<file path="src/shared/sits_pkg.sv">
package sits_pkg;

   // ---------------------------------------------------------------
   // Register indices; byte address is four times the index.
   // ---------------------------------------------------------------
   localparam logic [3:0] IDX_STATUS  = 4'h2;
   localparam logic [3:0] IDX_CONTROL = 4'h3;
   localparam logic [3:0] IDX_MASK    = 4'h5;
   localparam logic [3:0] IDX_LINKCNT = 4'h6;

   // ---------------------------------------------------------------
   // Field positions shared by the status and control registers, except BIT_TX_EMPTY (status only) and BIT_FORCE_SEL (control only).
   // ---------------------------------------------------------------
   localparam int BIT_RX_OVERRUN = 3;
   localparam int BIT_TX_OVERRUN = 4;
   localparam int BIT_TX_EMPTY   = 5;
   localparam int BIT_TX_FREE    = 6;
   localparam int BIT_RX_FULL    = 7;
   localparam int BIT_ANY_FAULT  = 8;
   localparam int BIT_FORCE_SEL  = 10;

   // ---------------------------------------------------------------
   // Widths and reset values.
   // ---------------------------------------------------------------
   localparam int          SEL_COUNT    = 8;
   localparam int          LINKCNT_W    = 16;
   localparam logic [10:0] CTRL_RESET   = 11'h000;
   localparam logic [10:0] CTRL_DEFINED = 11'h5D8;
   localparam logic [7:0]  MASK_RESET   = 8'h01;
   localparam logic [1:0]  HTRANS_NSEQ  = 2'h2;
   localparam logic        HRESP_OKAY   = 1'h0;

   // ---------------------------------------------------------------
   // Types.
   // ---------------------------------------------------------------
   typedef struct packed {
      logic rxOverrunEvt;
      logic txOverrunEvt;
      logic txHoldFree;
      logic rxHoldFull;
      logic shiftBusy;
   } sits_flags_t;

   typedef struct packed {
      logic [3:0] idx;
      logic       mapped;
      logic       write;
   } sits_addr_t;

   typedef enum logic [1:0] {
      BUS_IDLE = 2'b01,
      BUS_DATA = 2'b10
   } sits_bus_t;

endpackage

</file>
<file path="src/core/sits_top.sv">
// The AHB-Lite interface to the registers and the register addresses were left to the implementer.
`timescale 1ns/1ns
`default_nettype none

module sits_top
   import sits_pkg::*;
(
   // Clock, reset and enable.
   input  wire logic                  clk_sys,
   input  wire logic                  rst_n,
   input  wire logic                  ce,
   // AHB-Lite slave.
   input  wire logic                  hsel,
   input  wire logic [31:0]           haddr,
   input  wire logic [1:0]            htrans,
   input  wire logic                  hwrite,
   input  wire logic [2:0]            hsize,
   input  wire logic [31:0]           hwdata,
   input  wire logic                  hready,
   output logic                       hreadyout,
   output logic                       hresp,
   output logic [31:0]                hrdata,
   // Shift engine side.
   input  wire sits_flags_t           flags,
   input  wire logic                  linkClk,
   // Interrupt and select lines.
   output logic                       irq,
   output logic [SEL_COUNT-1:0]       selN
);

   // ---------------------------------------------------------------
   // Helpers
   // ---------------------------------------------------------------

   // Word index of an address, all ones when outside the block.
   function automatic logic [3:0] wordIdx(input logic [31:0] a);
      wordIdx = (a[31:6] == 26'h0) ? a[5:2] : 4'hF;
   endfunction

   // Interrupt causes gated by their enables.
   function automatic logic irqCalc(input logic [10:0] st,
                                    input logic [10:0] ct);
      irqCalc = |(st & ct & CTRL_DEFINED);
   endfunction

   // ---------------------------------------------------------------
   // State
   // ---------------------------------------------------------------
   sits_bus_t               busState_q;
   sits_addr_t              addr_q;
   logic                    hreadyout_q;
   logic [31:0]             hrdata_q;
   logic [10:0]             ctrl_q;
   logic [SEL_COUNT-1:0]    mask_q;
   logic                    rxOverrun_q;
   logic                    txOverrun_q;
   logic                    irq_q;
   logic [SEL_COUNT-1:0]    selN_q;
   logic [LINKCNT_W-1:0]    linkCnt_q;
   logic                    linkLevel;
   logic                    linkRise;
   logic                    takeAddr;
   logic                    commit;
   logic                    wrCommit;
   logic                    rdCommit;
   logic                    anyFault;
   logic [10:0]             statusVal;
   logic [31:0]             readVal;

   // ---------------------------------------------------------------
   // Link clock crossing
   // ---------------------------------------------------------------

   // The serial clock is sampled by the system clock; its rises are
   // counted while a target is selected, as a progress indicator.
   sits_sync_rise u_linkSync (
      .clk_sys  (clk_sys),
      .rst_n    (rst_n),
      .ce       (ce),
      .asyncIn  (linkClk),
      .levelOut (linkLevel),
      .riseOut  (linkRise)
   );

   // ---------------------------------------------------------------
   // Bus slave
   // ---------------------------------------------------------------

   // An address phase is taken when the bus is ready; every non-sequential transfer
   // gets one wait state so that a write lands before any next read.
   assign takeAddr = hsel & (htrans == HTRANS_NSEQ) & hready;
   assign commit   = (busState_q == BUS_DATA);
   assign wrCommit = commit & addr_q.write & addr_q.mapped;
   assign rdCommit = commit & ~addr_q.write;

   // Bus phase sequencing.
   always_ff @(posedge clk_sys or negedge rst_n) begin
      if (!rst_n) begin
         busState_q  <= BUS_IDLE;
         hreadyout_q <= 1'b1;
         addr_q      <= '0;
      end else if (ce) begin
         case (busState_q)
            BUS_IDLE: begin
               if (takeAddr) begin
                  busState_q    <= BUS_DATA;
                  hreadyout_q   <= 1'b0;
                  addr_q.idx    <= wordIdx(haddr);
                  addr_q.mapped <= (wordIdx(haddr) == IDX_STATUS)
                                 | (wordIdx(haddr) == IDX_CONTROL)
                                 | (wordIdx(haddr) == IDX_MASK)
                                 | (wordIdx(haddr) == IDX_LINKCNT);
                  addr_q.write  <= hwrite;
               end
            end
            BUS_DATA: begin
               busState_q  <= BUS_IDLE;
               hreadyout_q <= 1'b1;
            end
            default: begin
               busState_q  <= BUS_IDLE;
               hreadyout_q <= 1'b1;
            end
         endcase
      end
   end

   // Status view: sticky overruns, live ready flags, derived fault.
   assign anyFault  = rxOverrun_q | txOverrun_q;
   always_comb begin
      statusVal                 = 11'h000;
      statusVal[BIT_RX_OVERRUN] = rxOverrun_q;
      statusVal[BIT_TX_OVERRUN] = txOverrun_q;
      statusVal[BIT_TX_EMPTY]   = ~flags.shiftBusy;
      statusVal[BIT_TX_FREE]    = flags.txHoldFree;
      statusVal[BIT_RX_FULL]    = flags.rxHoldFull;
      statusVal[BIT_ANY_FAULT]  = anyFault;
   end

   // Read multiplexer; unmapped words read as zero.
   always_comb begin
      case (addr_q.idx)
         IDX_STATUS:  readVal = {21'h0, statusVal};
         IDX_CONTROL: readVal = {21'h0, ctrl_q};
         IDX_MASK:    readVal = {{(32-SEL_COUNT){1'b0}}, mask_q};
         IDX_LINKCNT: readVal = {{(32-LINKCNT_W){1'b0}}, linkCnt_q};
         default:     readVal = 32'h0000_0000;
      endcase
   end

   // Read data is latched at the end of the wait state.
   always_ff @(posedge clk_sys or negedge rst_n) begin
      if (!rst_n) begin
         hrdata_q <= 32'h0000_0000;
      end else if (ce && rdCommit) begin
         hrdata_q <= readVal;
      end
   end

   // ---------------------------------------------------------------
   // Registers
   // ---------------------------------------------------------------

   // Control keeps only its defined bits; reads never touch it.
   always_ff @(posedge clk_sys or negedge rst_n) begin
      if (!rst_n) begin
         ctrl_q <= CTRL_RESET;
      end else if (ce && wrCommit && addr_q.idx == IDX_CONTROL) begin
         ctrl_q <= hwdata[10:0] & CTRL_DEFINED;
      end
   end

   // Target mask, one bit per select line, target 0 by default.
   always_ff @(posedge clk_sys or negedge rst_n) begin
      if (!rst_n) begin
         mask_q <= MASK_RESET;
      end else if (ce && wrCommit && addr_q.idx == IDX_MASK) begin
         mask_q <= hwdata[SEL_COUNT-1:0];
      end
   end

   // Overrun flags: a status write clears them, but an event in the
   // same cycle wins so that no overrun is ever lost.
   always_ff @(posedge clk_sys or negedge rst_n) begin
      if (!rst_n) begin
         rxOverrun_q <= 1'b0;
         txOverrun_q <= 1'b0;
      end else if (ce) begin
         if (wrCommit && addr_q.idx == IDX_STATUS) begin
            rxOverrun_q <= flags.rxOverrunEvt;
            txOverrun_q <= flags.txOverrunEvt;
         end else begin
            rxOverrun_q <= rxOverrun_q | flags.rxOverrunEvt;
            txOverrun_q <= txOverrun_q | flags.txOverrunEvt;
         end
      end
   end

   // Serial clock rise counter; any write to it clears it.
   always_ff @(posedge clk_sys or negedge rst_n) begin
      if (!rst_n) begin
         linkCnt_q <= '0;
      end else if (ce) begin
         if (wrCommit && addr_q.idx == IDX_LINKCNT) begin
            linkCnt_q <= '0;
         end else if (linkRise && linkLevel && !(&selN_q)) begin
            linkCnt_q <= linkCnt_q + 1'b1;
         end
      end
   end

   // ---------------------------------------------------------------
   // Interrupt and selects
   // ---------------------------------------------------------------

   // One request from all enabled causes, fault included.
   always_ff @(posedge clk_sys or negedge rst_n) begin
      if (!rst_n) begin
         irq_q <= 1'b0;
      end else if (ce) begin
         irq_q <= irqCalc(statusVal, ctrl_q);
      end
   end

   // Selects follow the mask while shifting or while forced; lines
   // are active low and rest high. Forcing lets one selection span
   // several words, so the mask is never gated by word boundaries.
   always_ff @(posedge clk_sys or negedge rst_n) begin
      if (!rst_n) begin
         selN_q <= {SEL_COUNT{1'b1}};
      end else if (ce) begin
         if (ctrl_q[BIT_FORCE_SEL] || flags.shiftBusy) begin
            selN_q <= ~mask_q;
         end else begin
            selN_q <= {SEL_COUNT{1'b1}};
         end
      end
   end

   assign hreadyout = hreadyout_q;
   assign hresp     = HRESP_OKAY;
   assign hrdata    = hrdata_q;
   assign irq       = irq_q;
   assign selN      = selN_q;

   // ---------------------------------------------------------------
   // Checks
   // ---------------------------------------------------------------

   AST_RX_FULL_IRQ: assert property (
      @(posedge clk_sys) disable iff (!rst_n)
      ce && ctrl_q[BIT_RX_FULL] && flags.rxHoldFull |=> irq_q)
      else $error("Receive-full interrupt missing.");

   AST_NO_ENABLE: assert property (
      @(posedge clk_sys) disable iff (!rst_n)
      ce && ctrl_q == 11'h000 |=> !irq_q)
      else $error("Interrupt without any enable.");

   AST_TX_OVR_IRQ: assert property (
      @(posedge clk_sys) disable iff (!rst_n)
      ce && ctrl_q[BIT_TX_OVERRUN] && txOverrun_q |=> irq_q)
      else $error("Transmit-overrun interrupt missing.");

   AST_RX_OVR_ONLY: assert property (
      @(posedge clk_sys) disable iff (!rst_n)
      ce && ctrl_q == 11'h008 && !rxOverrun_q |=> !irq_q)
      else $error("Receive-overrun enable fired without flag.");

   AST_FAULT_OR: assert property (
      @(posedge clk_sys) disable iff (!rst_n)
      ce && rdCommit && addr_q.idx == IDX_STATUS |=>
         hrdata_q[BIT_ANY_FAULT] ==
         (hrdata_q[BIT_RX_OVERRUN] | hrdata_q[BIT_TX_OVERRUN]))
      else $error("Fault bit differs from overrun OR.");

   AST_STATUS_CLEAR: assert property (
      @(posedge clk_sys) disable iff (!rst_n)
      ce && wrCommit && addr_q.idx == IDX_STATUS
         && !flags.rxOverrunEvt && !flags.txOverrunEvt
      |=> !rxOverrun_q && !txOverrun_q)
      else $error("Status write left an overrun set.");

   AST_SET_WINS: assert property (
      @(posedge clk_sys) disable iff (!rst_n)
      ce && flags.rxOverrunEvt |=> rxOverrun_q)
      else $error("Receive overrun event lost.");

   AST_CTRL_READ: assert property (
      @(posedge clk_sys) disable iff (!rst_n)
      rdCommit |=> $stable(ctrl_q))
      else $error("Control changed on a read.");

   AST_FORCED_SEL: assert property (
      @(posedge clk_sys) disable iff (!rst_n)
      ce && ctrl_q[BIT_FORCE_SEL] |=> selN_q == ~$past(mask_q))
      else $error("Forced select not driven from mask.");

   AST_SEL_REST: assert property (
      @(posedge clk_sys) disable iff (!rst_n)
      ce && !ctrl_q[BIT_FORCE_SEL] && !flags.shiftBusy
      |=> selN_q == {SEL_COUNT{1'b1}})
      else $error("Select active while idle.");

   AST_MASK_RESET: assert property (
      @(posedge clk_sys) $rose(rst_n) |-> mask_q == MASK_RESET
         && ctrl_q == CTRL_RESET)
      else $error("Reset values wrong.");

   AST_WAIT_ONE: assert property (
      @(posedge clk_sys) disable iff (!rst_n)
      ce && takeAddr && busState_q == BUS_IDLE
      |=> !hreadyout_q ##1 hreadyout_q)
      else $error("Wait state length wrong.");

endmodule
`default_nettype wire

</file>
<file path="src/core/sits_sync_rise.sv">
`timescale 1ns/1ns
`default_nettype none

module sits_sync_rise (
   // Clock and reset.
   input  wire logic clk_sys,
   input  wire logic rst_n,
   input  wire logic ce,
   // Asynchronous level in, synchronised level and rise out.
   input  wire logic asyncIn,
   output logic      levelOut,
   output logic      riseOut
);

   logic meta_q;
   logic sync_q;
   logic prev_q;

   // Two flops before use; only the second one reads the first.
   always_ff @(posedge clk_sys or negedge rst_n) begin
      if (!rst_n) begin
         meta_q <= 1'b0;
         sync_q <= 1'b0;
         prev_q <= 1'b0;
      end else if (ce) begin
         meta_q <= asyncIn;
         sync_q <= meta_q;
         prev_q <= sync_q;
      end
   end

   // Edge detection looks only at settled flops.
   assign levelOut = sync_q;
   assign riseOut  = sync_q & ~prev_q;

endmodule
`default_nettype wire

</file>
<file path="config.mk">
export PLATFORM = sky130hd
export DESIGN_NAME = sits_top
export DESIGN_NICKNAME = d
export VERILOG_FILES = /design/src/shared/sits_pkg.sv /design/src/core/sits_top.sv /design/src/core/sits_sync_rise.sv
export SDC_FILE = /design/constraint.sdc
export NUM_CORES = 1
export LEC_CHECK = 0
export BUFFER_PORTS_ARGS = -buffer_cell sky130_fd_sc_hd__buf_2
export CAP_MARGIN = 15
export CELL_PAD_IN_SITES_DETAIL_PLACEMENT = 1
export CELL_PAD_IN_SITES_GLOBAL_PLACEMENT = 1
export CORE_ASPECT_RATIO = 1.2
export CORE_UTILIZATION = 40
export CTS_BUF_LIST = sky130_fd_sc_hd__clkbuf_4 sky130_fd_sc_hd__clkbuf_8 sky130_fd_sc_hd__clkbuf_16
export CTS_CLUSTER_SIZE = 24
export DETAILED_ROUTE_END_ITERATION = 8
export GPL_ROUTABILITY_DRIVEN = 0
export GPL_TIMING_DRIVEN = 0
export MAX_ROUTING_LAYER = met4
export PLACE_DENSITY = 0.88
export SLEW_MARGIN = 20
export SYNTH_ARGS = -nofsm -noshare
export SYNTH_HDL_FRONTEND = slang
export SYNTH_HIERARCHICAL = 1
export SYNTH_SLANG_ARGS = --single-unit
</file>
<file path="constraint.sdc">
create_clock -name clk_sys -period 3 [get_ports clk_sys]
set_clock_uncertainty 0.2 [all_clocks]
set_input_delay 0.6 -clock clk_sys [delete_from_list [all_inputs] [get_ports clk_sys]]
set_output_delay 0.6 -clock clk_sys [all_outputs]
set_load 0.05 [all_outputs]
</file>
### Word level (Yosys, flattened, before mapping)

Cells that the tools add are included.

| cells by class | value |
|---|---|
| $add $sub $neg | 1 |
| multipliers | 0 |
| divide/modulo/power cells | 0 |
| magnitude comparators | 0 |
| eq/ne operators | 12 |
| shift operators | 0 |
| muxes and demuxes | 11 |
| bitwise gates (word level) | 17 |
| reductions and logical operators | 17 |

Operators by type and width:

| operator | count |
|---|---|
| $pmux 16 s4 | 1 |
| $mux 16 | 2 |
| $logic_not 26->1 | 1 |
| $add 16x1->16 const B | 1 |
| $eq 4x2->1 const B | 4 |
| $eq 4x3->1 const B | 4 |
| $and 9x11->11 | 1 |
| $logic_and 1x1->1 | 8 |
| $mux 8 | 1 |
| $not 8->8 | 1 |
| $reduce_and 8->1 | 1 |
| $and 1x1->1 | 6 |
| $or 1x1->1 | 6 |
| $reduce_or 6->1 | 1 |
| $eq 2x2->1 const B | 2 |
| $mux 1 | 4 |
| $mux 2 | 2 |
| $mux 4 | 1 |
| $reduce_and 2->1 | 2 |
| $not 1->1 | 3 |
| $reduce_and 3->1 | 1 |
| $eq 2x1->1 const B | 1 |
| $ne 2x2->1 const B | 1 |
| $reduce_bool 2->1 | 1 |
| other kinds (2) | 2 |

| word-level totals | value |
|---|---|
| register bits after elaboration | 85 |
| bits in latches | 0 |
| RAM bits | 0 |
| ROM bits | 0 |
| output and inout port bits | 43 |
| logic and storage cells | 74 |
| memories kept | 0 |

### Logic depth before layout (Yosys ltp)

Gate-level depths: netlist (run 1).

| logic depth | value |
|---|---|
| depth in word-level cells | 6 |
| depth in mapped cells | 6 |

### Cells and area by module

Netlist (run 1), hierarchy kept.

Modules (own cells, without submodules):

| module | instances | cells an instance | area each (um^2) | sequential area each (um^2) |
|---|---|---|---|---|
| sits_top | 1 | 320 | 3,283.1 | 1,639.1 |
| sits_sync_rise | 1 | 7 | 115.1 | 75.1 |

### Worst setup path before layout (run 1)

No wires, ideal clock.

| timing | value |
|---|---|
| path kind | input to register |
| from | input port ce |
| to | register mask_q[1] |
| setup time | 0.125 ns |
| data arrival time | 1.833 ns |
| data required time | 2.675 ns |
| path slack | 0.842 ns |
| stages | 5 |
| path buffers | 1 |
| cells stage by stage | buf_2 -> and3b_4 -> nand3_1 -> nor4_4 -> mux2_2 |

| on the way | value |
|---|---|
| word-level cells in the longest chain between the ends | 2 |

Ends and longest elaborated chain:

| what | RTL line | RTL |
|---|---|---|
| from (decl) | sits_top.sv:11 | `input wire logic ce,` |
| $logic_and 1x1->1 (2 in a row) | sits_top.sv:177 | `end else if (ce && wrCommit && addr_q.idx == IDX_MASK) begin` |
| to (signal assigned) | sits_top.sv:178 | `mask_q <= hwdata[SEL_COUNT-1:0];` |
| to (decl) | sits_top.sv:54 | `logic [SEL_COUNT-1:0] mask_q;` |

No other way between the ends.
A chain may end at the register's enable or synchronous reset.

### Worst setup path after layout (run 1)

| timing | value |
|---|---|
| from | input port ce |
| to | register mask_q[3] |

Same word-level chain as after synthesis.

==> flow_summary.ini, run 1 <==
[status]
outcome = completed

[synthesis]
synthCells = 327
yosysSeqAreaShare_pct = 50.4
synth_flop_cell = dfrtp_1
yosysWarnings = 6
syn_area_per_cell_um2 = 10.4
ys_async_sr_fraction_pct = 100
synth_commonest_cells = 58 x dfrtp_1, 37 x nand2_1, 24 x nor2_1, 23 x o21ai_0
yosysMostFrequentCell = dfrtp_1
synth_cell_types = 54
ys_ff_latch = 68
synth_top_area_cell = dfrtp_1
synth_top_cell_area_share_pct = 42.7
synthesis.area_um2 = 3400
synth_area_leaders = dfrtp_1 43%, dfstp_2 7.7%, mux2_2 5.6%, nand2_1 4.1%, buf_4 3.8%
synth-edff-count = 0

[setup_path]
r2r-end = linkCnt_q[15]$_DFFE_PN0P_
timing.rr.start = selN[6]$_DFFE_PN1P_
cp-endpoint = mask_q[3]$_DFFE_PN0P_
path_cells = buf_2 -> buf_2 -> and3b_4 -> nand3_1 -> nor4_4 -> mux2_2
cp_data_required_time_ns = 3.02
arrival_ns = 2.27
reg2reg_slack_ns = 0.81
worst_path_largest_cell_delay_ns = 0.53
critical_path.startpoint_type = input pin
crit_slowest_cell = nor4_4
crit_top_cell = buf_2
critPathMaxFanout = 8
reg2reg_depth = 5
critical_path_class = input pin to register
cp-end-kind = register
critPathLaunch = ce

[grt]
use_met2_pct = 39.6
grt_pass1_vias = 2919
grt_start_max_net_pins = 36
grt_util_met3_pct = 4.48
busiest_layer = met2
grt_pass1_wl_um = 14700
grt_antenna_before_repair = 0
grt_util_met1_pct = 25.7
overflow = 0
groute.usage.overall_pct = 22.6

[power_and_ir_drop]
power.density_cell_area_nw_per_um2 = 465
vdd_drop_max_mv = 0.328
p_leak_nw = 2.02
p_total_mw = 1.96

[placed_design]
dp_hpwl_um = 7000
port_buffers = 79
dpl.cell_count = 537

[timing]
report.final.slew_viol_count = 0
slew_headroom_pct = 54.7
finalSetupTns_ns = 0
setup_viol = 0
fin_crit_sh_pct = 74.9
rsz0062_at_grt = no
tightest_slew_ns = 0.678
max_freq_mhz = 445
hold_violations = 0
period_needed_ns = 2.25

[clock_network]
cts_buffers = 9
cts_hold_buffers = 0
cts.sinks = 68
clk_pin_slew_ns = 0.07
cts_setup_buffers = 0
cts_tree = yes
clockBufferDepth = 2
cts_root_buf = clkbuf_8
clock_latency_ns = 0.34
htreeDepth = 3
ctsResizeCount = 0

[min_path]
hold_class = input pin to async pin

[die]
core_area_um2 = 8200
dieWidth_um = 86.1
start_util_pct = 41.5
die_y_um = 103
die_area_um2 = 8870
ios = 124
num_rows = 36

[layout]
flow.area_growth_from_synthesis_pct = 23.9
multiInputGateArea_um2 = 1520
layout.nets = 516
n_antenna_cell = 0
seq_area_um2 = 1710
nFillCells = 981
stdcell_count = 553
layout-drive-gt1-share_pct = 35.3

[routing]
wl_per_cell_um = 16.7
vias = 2926
drtAntennaViolNets = 0
drc = 0
dr.pass1.iters = 4
avgViaCountPerCell = 5.29
drt_iter0_markers = 211
routed_wl_um = 9220

[flow_run]
maxCapViolations = 0
[layer usage]
layer  routed length (um)  part of all wire [%]  vias to the layer above
met1                 3810                    41                     1443
li1                     -                     -                     1388
met5                    0                     0                        -
met2                 4840                    53                       75
met3                  290                   3.1                       20
met4                  273                   3.0                        0
[report_power, final]
part	leakage (nW)	total, mW	internal [mW]	switching, mW
clock network	0.104	0.751	0.400	0.351
logic	1.04	0.223	0.0875	0.135
registers	0.881	0.983	0.941	0.0416
total	2.02	1.96	1.43	0.528
[cell families after synthesis]
family	Yosys count	share of synthesized area, %
buffers and inverters	38	6.66
XOR/XNOR	5	1.29
AO/OA/AOI/OAI	74	14.5
multiplexers	18	5.93
other	1	0.110
AND/OR/NAND/NOR	122	20.7
flip-flops	68	50.4
adder cells (fa/ha/maj)	1	0.368
[worst max-delay path, delay by kind of cell]
| kind | cells | cell delay, ns |
|---|---|---|
| and+or+nand+nor | 3 | 0.95 |
| muxes | 1 | 0.41 |
| buffers and inverters | 2 | 0.31 |
[sequential cells by signal (all words and copies together) (netlist names)]
register,flops
addr_q,6
busState_q,2
ctrl_q,6
hrdata,16
irq,1
linkCnt_q,16
mask_q,8
rxOverrun_q,1
selN,8
txOverrun_q,1
u_linkSync/levelOut,1
u_linkSync/meta_q,1
u_linkSync/prev_q,1
[stage by stage]
step | cell area, um^2 | hold WS (ns) | worst slack, ns | util, %
after floorplan | 3460 | 0.104 | 0.842 | -
after global placement | 4000 | 0.238 | 0.421 | 48.7
after detailed placement | 4020 | 0.247 | 0.388 | 49.0
after CTS | 4210 | 0.0222 | 0.735 | 51.4
after global routing | 4210 | 0.0449 | 0.638 | 51.4
final | 4210 | 0.0103 | 0.754 | 51.4
[layout by cell type (no fill, tap or decap), types with 7 or more instances in the layout]
master,synthesis,final
mux2_2,17,17
buf_4,17,18
clkbuf_8,0,9
dfrtp_1,58,58
a21oi_1,7,7
conb_1,1,17
nand2_1,37,37
o211ai_1,8,8
nand4_1,11,11
o21ai_0,23,23
buf_2,4,82
clkbuf_1,11,11
dfstp_2,10,10
a31oi_1,9,9
nor2_1,24,24
[final cells by class]
cell class | count | area share, %
clock buffer | 11 | 3.30
timing repair buffer | 80 | 9.92
sequential | 68 | 40.7
tap | 114 | 3.39
inverter | 3 | 0.267
buffer | 35 | 5.11
clock inverter | 5 | 1.28
multi-input combinational | 237 | 36.0
[worst min-delay path by stage]
stage / startpoint / to / slack [ns]
6_report: rst_n / hrdata[14]$_DFFE_PN0P_ / 0.01
5_1_grt: rst_n / hrdata[14]$_DFFE_PN0P_ / 0.04
4_1_cts: rst_n / hrdata[14]$_DFFE_PN0P_ / 0.02
3_5_place_dp: mask_q[7]$_DFFE_PN0P_ / selN[7]$_DFFE_PN1P_ / 0.25
3_3_place_gp: mask_q[7]$_DFFE_PN0P_ / selN[7]$_DFFE_PN1P_ / 0.24
2_1_floorplan: rst_n / addr_q[0]$_DFFE_PN0P_ / 0.10
(Power assumes the default switching activity.)
==> run 2, diff against run 1 <==
--- a/config.mk
+++ b/config.mk
@@ -10,14 +10,14 @@
 export CELL_PAD_IN_SITES_DETAIL_PLACEMENT = 1
 export CELL_PAD_IN_SITES_GLOBAL_PLACEMENT = 1
 export CORE_ASPECT_RATIO = 1.2
-export CORE_UTILIZATION = 40
+export CORE_UTILIZATION = 37
 export CTS_BUF_LIST = sky130_fd_sc_hd__clkbuf_4 sky130_fd_sc_hd__clkbuf_8 sky130_fd_sc_hd__clkbuf_16
 export CTS_CLUSTER_SIZE = 24
 export DETAILED_ROUTE_END_ITERATION = 8
 export GPL_ROUTABILITY_DRIVEN = 0
 export GPL_TIMING_DRIVEN = 0
 export MAX_ROUTING_LAYER = met4
-export PLACE_DENSITY = 0.88
+export PLACE_DENSITY = 0.83
 export SLEW_MARGIN = 20
 export SYNTH_ARGS = -nofsm -noshare
 export SYNTH_HDL_FRONTEND = slang
==> constraint.sdc (replaced) <==
create_clock -name clk_sys -period 2.3 [get_ports clk_sys]
set_clock_uncertainty 0.2 [all_clocks]
set_input_delay 0.46 -clock clk_sys [delete_from_list [all_inputs] [get_ports clk_sys]]
set_output_delay 0.46 -clock clk_sys [all_outputs]
set_load 0.05 [all_outputs]
==> run 2 against run 1 <==
Effect of this change:
- routed wire length is 3.3% higher
- sequential power is 30% higher
- sequential share of layout area is 0.097 points lower
- final cell count is 0.72% higher
- critical path depth is 1 lower
- combinational power is 32% higher
- global-route usage is 0.12 points lower
- critical path type is now register to register
==> flow_summary.ini, run 2 (same netlist as run 1, synthesis figures left out) <==
[clock_network]
htreeDepth = 3
cts_tree = yes
cts_root_buf = clkbuf_8
cts.sinks = 68
cts_setup_buffers = 0
cts_buffers = 9
clk_pin_slew_ns = 0.07
clock_latency_ns = 0.36
clockBufferDepth = 2

[routing]
drtAntennaViolNets = 0
routed_wl_um = 9520
dr.pass1.iters = 5
wl_per_cell_um = 17.1
avgViaCountPerCell = 5.34
drc = 0
drt_iter0_markers = 177
vias = 2972

[layout]
seq_area_um2 = 1710
nFillCells = 1020
flow.area_growth_from_synthesis_pct = 24.2
layout_common_cells = 82 x buf_2, 58 x dfrtp_1, 37 x nand2_1
n_antenna_cell = 0
multiInputGateArea_um2 = 1520
layout-drive-gt1-share_pct = 35.5
layout.nets = 517
layout_commonest_cell = buf_2
postLayoutCellArea_um2 = 4220

[timing]
slew_headroom_pct = 55.9
setup_viol = 0
hold_violations = 0
max_freq_mhz = 475
rsz0062_at_grt = no
finalSetupTns_ns = 0
tightest_slew_ns = 0.660
fin_crit_sh_pct = 91.6
whs_ns = 0.0972
report.final.slew_viol_count = 0
period_needed_ns = 2.11

[die]
ios = 124
num_rows = 37
core_area_um2 = 8750
dieWidth_um = 89.5
start_util_pct = 38.8
die_area_um2 = 9570
die_y_um = 107

[setup_path]
cp-end-kind = register
arrival_ns = 2.15
critPathLaunch = selN[6]$_DFFE_PN1P_
timing.rr.start = selN[6]$_DFFE_PN1P_
r2r-end = linkCnt_q[0]$_DFFE_PN0P_
critical_path_class = register to register
cp_data_required_time_ns = 2.35
critPathMaxFanout = 10
critical_path.startpoint_type = register
reg2reg_depth = 5
reg2reg_slack_ns = 0.19

[status]
outcome = completed

[grt]
grt_start_max_net_pins = 59
grt_pass1_wl_um = 15500
grt_antenna_before_repair = 0
overflow = 0
groute.usage.overall_pct = 22.5
grt_pass1_vias = 3096

[placed_design]
dpl_cell_area_um2 = 4030
port_buffers = 79
dp_hpwl_um = 7110

[flow_run]
maxCapViolations = 0

[power_and_ir_drop]
vdd_drop_max_mv = 0.321
power.density_cell_area_nw_per_um2 = 590
p_leak_nw = 2.03

[min_path]
hold_start = hwrite
hold_path_end = addr_q[0]$_DFFE_PN0P_
hold-path-cell-count = 3
hold_class = input pin to register
run 2: cell types whose count changed in the layout (fill, tap and decap cells not counted), sizes merged:
cell and delta:
bufinv -1, clkbuf +3, clkinv -2, dlygate4sd3 +1
run 2: area by class of cell:
type,instances,area share (%)
Inverter,3,0.267
Buffer,35,5.10
Timing Repair Buffer,81,10.3
Tap cell,117,3.47
Clock inverter,2,0.237
Clock buffer,14,3.97
Multi-Input combinational cell,237,36.0
Sequential cell,68,40.6
run 2: timing repair:
item                       CTS  global route
hold endpoints to repair    10             0
setup endpoints to repair    0             3
hold buffers                 1             0
gates resized for setup      0             1
run 2: worst max path at each step:
stage | to | slack (ns) | depth (start not counted)
2_1_floorplan | linkCnt_q[9]$_DFFE_PN0P_ | 0.16 | 5
3_3_place_gp | mask_q[5]$_DFFE_PN0P_ | -0.14 | 6
3_5_place_dp | mask_q[4]$_DFFE_PN0P_ | -0.14 | 6
4_1_cts | linkCnt_q[0]$_DFFE_PN0P_ | 0.07 | 5
5_1_grt | hrdata[3]$_DFFE_PN0P_ | 0.03 | 5
6_report | linkCnt_q[0]$_DFFE_PN0P_ | 0.19 | 5
run 2: layer usage:
metal | wire [um] | global-route usage (%) | part of all wire [%] | up-vias
met1 | 3700 | 26.6 | 39 | 1459
met3 | 430 | 3.93 | 4.5 | 20
met5 | 0 | - | 0 | -
li1 | - | - | - | 1392
met2 | 5150 | 37.5 | 54 | 101
met4 | 236 | 9.07 | 2.5 | 0
run 2: report_power, final:
group | leakage [nW] | total (mW) | switching, mW | internal [mW]
clock network | 0.0981 | 0.912 | 0.446 | 0.466
registers | 0.881 | 1.28 | 0.0557 | 1.23
logic | 1.05 | 0.295 | 0.178 | 0.117
run 2: through the flow:
stage | instances | power, mW | setup slack, ns | util, %
finish | 557 | 2.49 | 0.193 | 48.2
global route | 557 | 2.60 | 0.0312 | 48.2
detailed placement | 540 | 1.60 | -0.136 | 46.1
CTS | 557 | 2.52 | 0.0745 | 48.2
floorplan | 343 | 1.48 | 0.155 | -
global placement | 539 | 1.58 | -0.138 | 45.7
run 2: worst max-delay path, cell delays in order, from the launching register on:
cell     delay, ns
dfstp_2       0.55
nand4_1       0.26
o21ai_2       0.42
buf_2         0.31
nor3_1        0.10
a21o_1        0.16
==> run 3, diff against run 2 <==
--- a/config.mk
+++ b/config.mk
@@ -10,14 +10,14 @@
 export CELL_PAD_IN_SITES_DETAIL_PLACEMENT = 1
 export CELL_PAD_IN_SITES_GLOBAL_PLACEMENT = 1
 export CORE_ASPECT_RATIO = 1.2
-export CORE_UTILIZATION = 37
+export CORE_UTILIZATION = 40
 export CTS_BUF_LIST = sky130_fd_sc_hd__clkbuf_4 sky130_fd_sc_hd__clkbuf_8 sky130_fd_sc_hd__clkbuf_16
 export CTS_CLUSTER_SIZE = 24
 export DETAILED_ROUTE_END_ITERATION = 8
 export GPL_ROUTABILITY_DRIVEN = 0
 export GPL_TIMING_DRIVEN = 0
 export MAX_ROUTING_LAYER = met4
-export PLACE_DENSITY = 0.83
+export PLACE_DENSITY = 0.88
 export SLEW_MARGIN = 20
 export SYNTH_ARGS = -nofsm -noshare
 export SYNTH_HDL_FRONTEND = slang
==> constraint.sdc (replaced) <==
create_clock -name clk_sys -period 2.7 [get_ports clk_sys]
set_clock_uncertainty 0.2 [all_clocks]
set_input_delay 0.54 -clock clk_sys [delete_from_list [all_inputs] [get_ports clk_sys]]
set_output_delay 0.54 -clock clk_sys [all_outputs]
set_load 0.05 [all_outputs]
==> run 3 against run 2 <==
Effect of this change:
- flip-flop and latch count stayed put
- critical path depth stayed put
- non-clock buffer count stayed put
- core utilization is 3.2 points higher
- setup slack better by 0.32 ns
- power is 13% lower
- sequential power is 15% lower
- combinational power is 16% lower
==> flow_summary.ini, run 3 (same netlist as run 1, synthesis figures left out) <==
[routing]
drc = 0
drt_iter0_markers = 222
routed_wl_um = 9260
drtAntennaViolNets = 0
dr.pass1.iters = 4
avgViaCountPerCell = 5.37
vias = 2977
wl_per_cell_um = 16.7

[layout]
stdcell_count = 554
layout_common_cells = 82 x buf_2, 58 x dfrtp_1, 37 x nand2_1
layout_commonest_cell = buf_2
n_antenna_cell = 0
flow.area_growth_from_synthesis_pct = 24.2
post-route-util_pct = 51.5
postLayoutCellArea_um2 = 4220
layout.nets = 517
layout-drive-gt1-share_pct = 35.2

[setup_path]
cp_data_required_time_ns = 2.72
path_cells = nand4_1 -> o21ai_1 -> buf_2 -> a211oi_2 -> mux2i_1
worst_path_largest_cell_delay_ns = 0.55
crit_slowest_cell = dfstp_2
critical_path_class = register to register
path_buf_inv = 1
cp-end-kind = register
critical_path.startpoint_type = register
arrival_ns = 2.21
critPathMaxFanout = 10
cp_top_family = compound AO/OA/AOI/OAI gates

[timing]
rsz0062_at_grt = no
max_freq_mhz = 456
fin_crit_sh_pct = 81.1
report.final.slew_viol_count = 0
period_needed_ns = 2.19
hold_violations = 0
finalSetupTns_ns = 0
slew_headroom_pct = 54.6
setup_ws_ns = 0.509
tightest_slew_ns = 0.679
setup_viol = 0

[status]
outcome = completed

[grt]
overflow = 0
grt_antenna_before_repair = 0
grt_pass1_wl_um = 14800
groute.usage.overall_pct = 22.6
grt_start_max_net_pins = 36
grt_pass1_vias = 2928

[clock_network]
cts_setup_buffers = 0
cts.sinks = 68
clock_latency_ns = 0.34
clk_pin_slew_ns = 0.08
clockBufferDepth = 2
cts_root_buf = clkbuf_8
cts_buffers = 9
cts_tree = yes
htreeDepth = 3

[power_and_ir_drop]
combPwrFrac_pct = 11.5
power.share.clock_pct = 38.3
power.share.switching_pct = 26.9
vdd_drop_max_mv = 0.365
internal_power_mw = 1.59
seq_power_share_pct = 50.2
p_leak_nw = 2.03
power.density_cell_area_nw_per_um2 = 515
p_switching_mw = 0.585

[min_path]
hold_class = input pin to register

[die]
start_util_pct = 41.5
dieWidth_um = 86.1
core_area_um2 = 8200
die_area_um2 = 8870
ios = 124
die_y_um = 103
num_rows = 36

[placed_design]
port_buffers = 79
dp_hpwl_um = 7000
dpl.cell_count = 537
dpl_cell_area_um2 = 4020
dpl_worst_slack_ns = 0.148

[flow_run]
maxCapViolations = 0
run 3: cell types whose count changed in the layout (fill, tap and decap cells not counted), sizes merged:
cell / before / now
clkbuf: 25 / 22
clkinv: 2 / 4
bufinv: 0 / 1
run 3: power groups by stage:
stage                     registers [mW]  logic (mW)  clock network [mW]
final                               1.09       0.249               0.832
after global routing                1.10       0.271               0.880
after CTS                           1.09       0.250               0.844
after detailed placement            1.11       0.249                   0
after global placement              1.11       0.236                   0
after floorplan                     1.11       0.154                   0
run 3: metal layers:
metal  vias up  global-route usage (%)  part of all wire [%]
met5         -                       -                     0
met4         0                    8.21                   2.9
met3        20                    4.48                   3.5
met2        88                    39.7                    52
met1      1479                    25.7                    41
li1       1390                       -                     -
run 3: timing repair:
item	in CTS	in global routing
gates resized for setup	0	0
hold endpoints to repair	33	0
hold buffers	1	0
run 3: worst paths after layout:
kind,startpoint,endpoint,slack (ns),cells past startpoint
max,selN[6]$_DFFE_PN1P_,linkCnt_q[15]$_DFFE_PN0P_,0.51,5
min,hwrite,addr_q[0]$_DFFE_PN0P_,0.19,3
max reg2reg,selN[6]$_DFFE_PN1P_,linkCnt_q[15]$_DFFE_PN0P_,0.51,5
min reg2reg,mask_q[7]$_DFFE_PN0P_,selN[7]$_DFFE_PN1P_,0.26,1
max in group asynchronous,rst_n,selN[5]$_DFFE_PN1P_,1.19,3
min in group asynchronous,rst_n,hrdata[14]$_DFFE_PN0P_,0.50,2
run 3: tightest hold or removal path, stage by stage:
cell and delay, ns:
buf_2 0.08, nand2_1 0.04, nand2_1 0.04
run 3: final cells by class:
class,instances,area [um^2]
clock buffers,11,139
clock inverters,5,53.8
well taps,114,143
plain buffers,35,215
multi-input cells,237,1520
flip-flops and latches,68,1710
fillers,978,3980
repair buffers,81,428
inverters,3,11.3
run 3: through the flow:
step,hold slack (ns),power [mW]
2_1_floorplan,0.0444,1.26
3_3_place_gp,0.238,1.34
3_5_place_dp,0.247,1.36
4_1_cts,0.189,2.19
5_1_grt,0.209,2.25
6_report,0.193,2.17
